$ cat src/logic/cpu_timing_params.svh
`ifndef CPU_TIMING_PARAMS_SVH
`define CPU_TIMING_PARAMS_SVH

// instruction word field holding the operation byte
`define OPC_MSB          15
`define OPC_LSB          8

// widths of cycle counts and the state total
`define CNT_W            8
`define STATES_W         16

// per-cycle state costs, on-chip memory unless noted
`define S_FETCH          5'h02
`define S_BRANCH_ADDR    5'h02
`define S_STACK          5'h02
`define S_BYTE_MEM       5'h02
`define S_BYTE_PERIPH_F  5'h02
`define S_BYTE_PERIPH_S  5'h03
`define S_WORD_MEM       5'h02
`define S_INTERNAL       5'h01

`endif

$ cat src/logic/cpu_timing_pkg.sv
`default_nettype none
package cpu_timing_pkg;

	typedef enum logic [15:0] {
		OPC_NOP    = 16'h0001,
		OPC_SLEEP  = 16'h0002,
		OPC_CCR    = 16'h0004,
		OPC_ARITH  = 16'h0008,
		OPC_LOGIC  = 16'h0010,
		OPC_SHIFT  = 16'h0020,
		OPC_BRANCH = 16'h0040,
		OPC_MULDIV = 16'h0080,
		OPC_FLOW   = 16'h0100,
		OPC_BIT    = 16'h0200,
		OPC_MOVE   = 16'h0400,
		OPC_BLKMOV = 16'h0800,
		OPC_DECADJ = 16'h1000,
		OPC_UNDEF  = 16'h2000
	} op_class_t;

	typedef enum logic [1:0] {
		ST_IDLE = 2'b01,
		ST_DONE = 2'b10
	} seq_state_t;

endpackage
`default_nettype wire

$ cat src/logic/cpu_opcode_and_state_timing.sv
// Function
// - operation class from instruction bits 15..8
// - push and pop decode as plain moves
// - states are weighted sum of six cycle counts
// - fetch from on-chip memory costs two states
// - internal operation cycle costs one state
// - peripheral byte access costs two or three
`include "cpu_timing_params.svh"
`timescale 1ns/1ps
`default_nettype none

module cpu_opcode_and_state_timing (
	input  wire logic                           ref_clk,
	input  wire logic                           reset_n,
	input  wire logic                           instr_valid,
	input  wire logic [15:0]                    instr_word,
	input  wire logic [`CNT_W-1:0]              fetch_cnt,
	input  wire logic [`CNT_W-1:0]              branch_addr_cnt,
	input  wire logic [`CNT_W-1:0]              stack_cnt,
	input  wire logic [`CNT_W-1:0]              byte_cnt,
	input  wire logic [`CNT_W-1:0]              word_cnt,
	input  wire logic [`CNT_W-1:0]              internal_cnt,
	input  wire logic                           byte_to_periph,
	input  wire logic                           periph_slow,
	output logic                                result_valid_q,
	output cpu_timing_pkg::op_class_t           op_class_q,
	output logic [`STATES_W-1:0]                exec_states_q
);
	import cpu_timing_pkg::*;

	// ------------------------------------------------------------
	// operation decode
	// ------------------------------------------------------------
	logic [7:0]   opc;
	op_class_t    op_class_d;

	assign opc = instr_word[`OPC_MSB:`OPC_LSB];

	always_comb begin
		op_class_d = OPC_UNDEF;
		case (opc[7:4])
			4'h0: begin
				case (opc[3:0])
					4'h0: op_class_d = OPC_NOP;
					4'h1: op_class_d = OPC_SLEEP;
					4'h2, 4'h3, 4'h4, 4'h5, 4'h6, 4'h7: op_class_d = OPC_CCR;
					4'h8, 4'h9, 4'ha, 4'hb, 4'he: op_class_d = OPC_ARITH;
					4'hc, 4'hd: op_class_d = OPC_MOVE;
					4'hf: op_class_d = OPC_DECADJ;
					default: op_class_d = OPC_UNDEF;
				endcase
			end
			4'h1: begin
				case (opc[3:0])
					4'h0, 4'h1, 4'h2, 4'h3: op_class_d = OPC_SHIFT;
					4'h4, 4'h5, 4'h6, 4'h7: op_class_d = OPC_LOGIC;
					4'hf: op_class_d = OPC_DECADJ;
					default: op_class_d = OPC_ARITH;
				endcase
			end
			4'h2, 4'h3: op_class_d = OPC_MOVE;
			4'h4: op_class_d = OPC_BRANCH;
			4'h5: begin
				case (opc[3:0])
					4'h0, 4'h1: op_class_d = OPC_MULDIV;
					4'h4, 4'h5, 4'h6, 4'h9, 4'ha, 4'hb, 4'hd, 4'he, 4'hf:
						op_class_d = OPC_FLOW;
					default: op_class_d = OPC_UNDEF;
				endcase
			end
			// 6c/6d carry stack push and pop, decoded as moves
			4'h6: op_class_d = opc[3] ? OPC_MOVE : OPC_BIT;
			4'h7: begin
				case (opc[3:0])
					4'h9: op_class_d = OPC_MOVE;
					4'hb: op_class_d = OPC_BLKMOV;
					4'h8, 4'ha: op_class_d = OPC_UNDEF;
					default: op_class_d = OPC_BIT;
				endcase
			end
			4'h8, 4'h9, 4'ha, 4'hb: op_class_d = OPC_ARITH;
			4'hc, 4'hd, 4'he: op_class_d = OPC_LOGIC;
			4'hf: op_class_d = OPC_MOVE;
			default: op_class_d = OPC_UNDEF;
		endcase
	end

	// ------------------------------------------------------------
	// state cost accumulation
	// ------------------------------------------------------------
	logic [4:0]             byte_cost;
	logic [`STATES_W-1:0]   exec_states_d;

	// peripheral wait class decided by the address decoder upstream
	assign byte_cost = byte_to_periph ?
		(periph_slow ? `S_BYTE_PERIPH_S : `S_BYTE_PERIPH_F)
		: `S_BYTE_MEM;

	// counts are 8 bits and costs 5 bits, so the sum cannot overflow 16 bits;
	// operands are widened first so that no product is cut to 8 bits
	assign exec_states_d =
		`STATES_W'(fetch_cnt) * `STATES_W'(`S_FETCH) +
		`STATES_W'(branch_addr_cnt) * `STATES_W'(`S_BRANCH_ADDR) +
		`STATES_W'(stack_cnt) * `STATES_W'(`S_STACK) +
		`STATES_W'(byte_cnt) * `STATES_W'(byte_cost) +
		`STATES_W'(word_cnt) * `STATES_W'(`S_WORD_MEM) +
		`STATES_W'(internal_cnt) * `STATES_W'(`S_INTERNAL);

	// ------------------------------------------------------------
	// result registers
	// ------------------------------------------------------------
	seq_state_t seq_q;

	always_ff @(posedge ref_clk or negedge reset_n) begin
		if (!reset_n) begin
			seq_q <= ST_IDLE;
		end else begin
			case (seq_q)
				ST_IDLE: seq_q <= instr_valid ? ST_DONE : ST_IDLE;
				ST_DONE: seq_q <= instr_valid ? ST_DONE : ST_IDLE;
				default: seq_q <= ST_IDLE;
			endcase
		end
	end

	always_ff @(posedge ref_clk or negedge reset_n) begin
		if (!reset_n) begin
			result_valid_q <= 1'b0;
		end else begin
			result_valid_q <= instr_valid;
		end
	end

	// results hold their last value between instructions
	always_ff @(posedge ref_clk or negedge reset_n) begin
		if (!reset_n) begin
			op_class_q    <= OPC_NOP;
			exec_states_q <= 16'h0000;
		end else if (instr_valid) begin
			op_class_q    <= op_class_d;
			exec_states_q <= exec_states_d;
		end
	end
endmodule

`default_nettype wire

$ cat config.mk
export PLATFORM = sky130hd
export DESIGN_NAME = cpu_opcode_and_state_timing
export DESIGN_NICKNAME = d
export VERILOG_FILES = /design/src/logic/cpu_timing_pkg.sv /design/src/logic/cpu_opcode_and_state_timing.sv
export VERILOG_INCLUDE_DIRS = /design/src /design/src/logic
export SDC_FILE = /design/constraint.sdc
export NUM_CORES = 1
export LEC_CHECK = 0
export BUFFER_PORTS_ARGS = -buffer_cell sky130_fd_sc_hd__clkbuf_2
export CAP_MARGIN = 25
export CORE_MARGIN = 10
export CORE_UTILIZATION = 51
export DETAILED_ROUTE_END_ITERATION = 8
export PLACE_DENSITY = 0.82
export SYNTH_ARGS = -nofsm -noshare
export SYNTH_HDL_FRONTEND = slang
export SYNTH_SLANG_ARGS = --single-unit
$ cat constraint.sdc
create_clock -name ref_clk -period 1.2 [get_ports ref_clk]
set_input_delay 0.06 -clock ref_clk [delete_from_list [all_inputs] [get_ports ref_clk]]
set_output_delay 0.06 -clock ref_clk [all_outputs]
set_load 0.005 [all_outputs]
; Yosys cells after proc, flatten, opt, wreduce, memory -nomap -nowiden
; Memory sizes are Yosys's and may differ from the RTL's.
; Cells that the tools add are included.
[totals]
mem_bits_ro = 208
mem_count = 3
output_inout_bits = 33
regBits = 33
wordCells = 41
[classes]
n_mux = 5
n_eq_ne = 19
add_sub_neg = 5
reduce_logical = 5
multipliers = 1
[memory_table]
columns = memory, depth, width, read_ports, rd_ports_with_merged_regs, write_ports, line_no
row1 = (no name shown), 16, 6, 1, 0, 0, cpu_opcode_and_state_timing.sv:43  ; case (opc[3:0])
row2 = (no name shown), 16, 4, 1, 0, 0, cpu_opcode_and_state_timing.sv:54  ; case (opc[3:0])
row3 = (no name shown), 16, 3, 1, 0, 0, cpu_opcode_and_state_timing.sv:64  ; case (opc[3:0])
[ops]
columns = cell, count
row1 = $pmux W16 S9, 1
row2 = $eq A4 B4 Y1 const B, 12
row3 = $pmux W14 S3, 1
row4 = $eq A4 B3 Y1 const B, 4
row5 = $add A13 B8 Y14, 1
row6 = $add A12 B9 Y13, 1
row7 = $add A11 B10 Y12, 1
row8 = $add A10 B9 Y11, 1
row9 = $mux W11, 1
row10 = $add A9 B9 Y10, 1
row11 = $mul A8 B2 Y10, 1
row12 = $eq A4 B2 Y1 const B, 2
row13 = $reduce_or A3 Y1, 2
row14 = $eq A4 B1 Y1 const B, 1
row15 = $logic_not A4 Y1, 1
row16 = $reduce_or A4 Y1, 1
row17 = $mux W1, 2
row18 = $reduce_or A2 Y1, 1

; Depth between registers and ports, before layout
[depth]
word_depth = 6
mapped_depth = 17
depth_no_buf = 16

; Least setup slack after synthesis
; Ideal clock, no wire load.
[synth_timing]
kind = in2reg
startpoint = input port byte_to_periph
endpoint = register exec_states_q[8]
path_slack_ps = -2741
arrival_ps = 3872
path_stages = 16
path_cell_list = and2_1 > clkbuf_1 > nand2_1 > fa_1 > inv_1 > fa_1 > inv_1 > fa_1 > inv_1 > fa_1 > inv_1 > fa_1 > and2b_1 > o31ai_2 > a2111o_1 > nand3_1
[synth_between]
elab_chain_len = 5
[synth_lines]
columns = element, line_no
row1 = start: declaration, cpu_opcode_and_state_timing.sv:23  ; input wire logic byte_to_periph,
row2 = $mux W1 (no source line), n/a
row3 = $mul A8 B2 Y10 (no source line), n/a
row4 = $add A11 B10 Y12 (no source line), n/a
row5 = $add A12 B9 Y13 (no source line), n/a
row6 = $add A13 B8 Y14 (no source line), n/a
row7 = end signal: assignment, cpu_opcode_and_state_timing.sv:141  ; exec_states_q <= exec_states_d;
row8 = end: declaration, cpu_opcode_and_state_timing.sv:27  ; output logic [`STATES_W-1:0] exec_states_q
; Every way passes these cells.
; A chain may end at the register's enable or synchronous reset.

; Final worst setup path
; Ends and elaborated chain as after synthesis.

==> results.toml <==
[run_status]
violations = "negative setup slack"
status = "finished, violations left"

[floorplan]
io_pins = 102
die_h_um = 94.8
die_width_um = 94.8
die-area_mm2 = 0.00899
core-area_mm2 = 0.00547
start_util_pct = 52.2
num_rows = 27

[sta]
fin_worst_skew_ps = 0
rsz0062_at_grt = "yes"
setup_violations = 11
finalHoldViolations = 0
fin_crit_sh_pct = 290
clock.fmax_mhz = 287
fin_ws_ps = -2290
slew_violations = 0
setup_tns_ps = -21390
min_period_ps = 3490

[setup_path]
critPathKind = "in -> reg"
cp.arrival_ps = 3710
critPathLaunch = "byte_to_periph"
critPathRequiredTime_ps = 1420
cp_max_fo = 4
rrSetupSlack_ps = 290
reg2reg_from = "exec_states_q[10]"
start_kind = "input pin"
cp-end-kind = "flop"

[grt]
grt_usage_pct = 16.3
antenna_found_initial = 0
grt_first_pass_wirelength_mm = 12.0
grt_pass1_vias = 2641
grt_max_degree = 17
overflow = 0

[cts]
path_clk_slew_ps = 100
clkSinkCount = 27
worstSkewPairLatency_ps = 280
cts_root_buffer = "clkbuf_8"
cts_tree = "built"
numCtsBuffers = 3
clockBufferDepth = 2
htreeDepth = 1

[synthesis]
synth_cell_types = 51
synth-edff-count = 0
seq_area_frac_synth_pct = 23.7
synthFlopType = "dfrtp_1"
syn_area_mm2 = 0.00286
ys_seq_elements = 27
syn_avg_cell_area_um2 = 9.49
synth_cells = 301
synthArstFlopShare_pct = 100
ys.warnings.count = 0

[pwr]
ir_drop_uv = 1320
power_density_mw_per_mm2 = 1990
p_leak_nw = 1.99

[finish]
nFillCells = 455
area_growth_pct = 31.7
final_cell_mix = "clkbuf_2 (85), inv_1 (72), fa_1 (34)"
drive_above_1_share_pct = 38.1
num-nets-final = 534
layout_commonest_cell = "clkbuf_2"
fin_cells = 484
diodes = 0

[placed_design]
gp_congestion = 0.866
hpwl_mm = 5.92
dp_cells = 472
port_buffers = 87

[run]
max-cap-violations = 0

[min_path]
min-delay-start = "instr_word[8]"
hold_path.class = "in -> reg"

[drt]
drc = 0
drt_pass1_iterations = 4
ant_nets = 0
dr_total_vias = 2494
via_per_inst = 5.15
post_drt_wl_per_cell_um = 14.8
drt-total-wl_mm = 7.14
first_iter_violations = 188
[routing by layer]
metal | vias up | track usage (%) | wire length, um
li1 | 1182 | - | -
met1 | 1227 | 19.6 | 2740
met2 | 75 | 28.9 | 3800
met3 | 10 | 3.89 | 498
met4 | 0 | 2.99 | 98
met5 | - | 0 | 0
[critical path, cell delays in order]
cell and delay, ps:
buf_6 70, and2_4 160, nand2_4 50, fa_1 500
inv_1 50, fa_1 490, inv_2 40, fa_1 510
inv_2 40, fa_1 530, inv_1 60, fa_2 350
and2b_2 270, o31ai_4 80, a2111o_1 370, nand3_1 70
[state kept, by name (all words and copies together), names as in the netlist]
| signal | cells |
|---|---|
| exec_states_q | 12 |
| result_valid_q | 1 |
| op_class_q | 14 |
[cells by family after synthesis]
logic type | after synthesis | synth area share, %
buffers and inverters | 98 | 14.3
AND/OR/NAND/NOR | 66 | 13.6
adder cells (fa/ha/maj) | 52 | 32.5
AO/OA/AOI/OAI | 50 | 13.1
flip-flops | 27 | 23.7
multiplexers | 6 | 2.32
other | 1 | 0.131
XOR/XNOR | 1 | 0.307
[worst paths after layout]
check                               endpoint  cells after the start
max in group asynchronous  exec_states_q[10]                      3
hold reg to reg                op_class_q[0]                      1
min in group asynchronous      op_class_q[5]                      2
setup reg to reg           exec_states_q[10]                      2
setup / recovery            exec_states_q[8]                     16
hold / removal                 op_class_q[0]                      2
[synthesized netlist by cell type (all sizes together), types with 3 or more instances]
cell type | count | area [um2]
a211oi | 5 | 37.5
inv | 81 | 304
ha | 15 | 188
buf | 16 | 101
nand4 | 5 | 31.3
o211ai | 5 | 37.5
and3 | 3 | 18.8
and2b | 3 | 23.8
a21o | 3 | 22.5
mux2 | 5 | 56.3
dfrtp | 26 | 651
nor2b | 3 | 18.8
a21oi | 5 | 25.0
nand3 | 13 | 70.1
fa | 37 | 741
nor3b | 4 | 30.0
o2bb2ai | 6 | 52.6
nor3 | 4 | 20.0
o21ai | 8 | 40.0
o21a | 5 | 37.5
nand2 | 14 | 52.6
a31oi | 3 | 18.8
nor2 | 5 | 18.8
[stage by stage]
step	setup WS (ps)	util (%)	hold slack (ps)	total power, W	instance area (um2)
after floorplan	-2540	-	-236	0.00453	2930
after detailed placement	-2700	64.8	1.85	0.00616	3540
after global routing	-2390	68.7	21.8	0.00828	3760
after global placement	-2620	64.8	1.59	0.00597	3540
after CTS	-2270	67.8	19.4	0.00726	3710
final	-2290	68.7	23.6	0.00750	3760
[repair_timing]
action,in CTS,in global routing
hold buffers,2,0
setup buffers,5,2
endpoints found under the hold margin,13,0
gates resized for setup,12,12
pin swaps,25,11
endpoints found under the setup margin,11,11
[report_power, final]
part / switching [W] / internal [W]
registers: 0.000145 / 0.00113
logic: 0.00277 / 0.00291
clock network: 0.000294 / 0.000236
[area by class of cell]
class | instances | area, um2 | share of cell area (%)
multi-input combinational | 181 | 1920 | 50.9
timing repair buffer | 119 | 726 | 19.3
sequential | 27 | 677 | 18.0
inverter | 81 | 304 | 8.08
tap | 72 | 90.1 | 2.40
clock buffer | 3 | 41.3 | 1.10
clock inverter | 1 | 7.51 | 0.200
No activity file was read; power rests on OpenSTA's default activity.
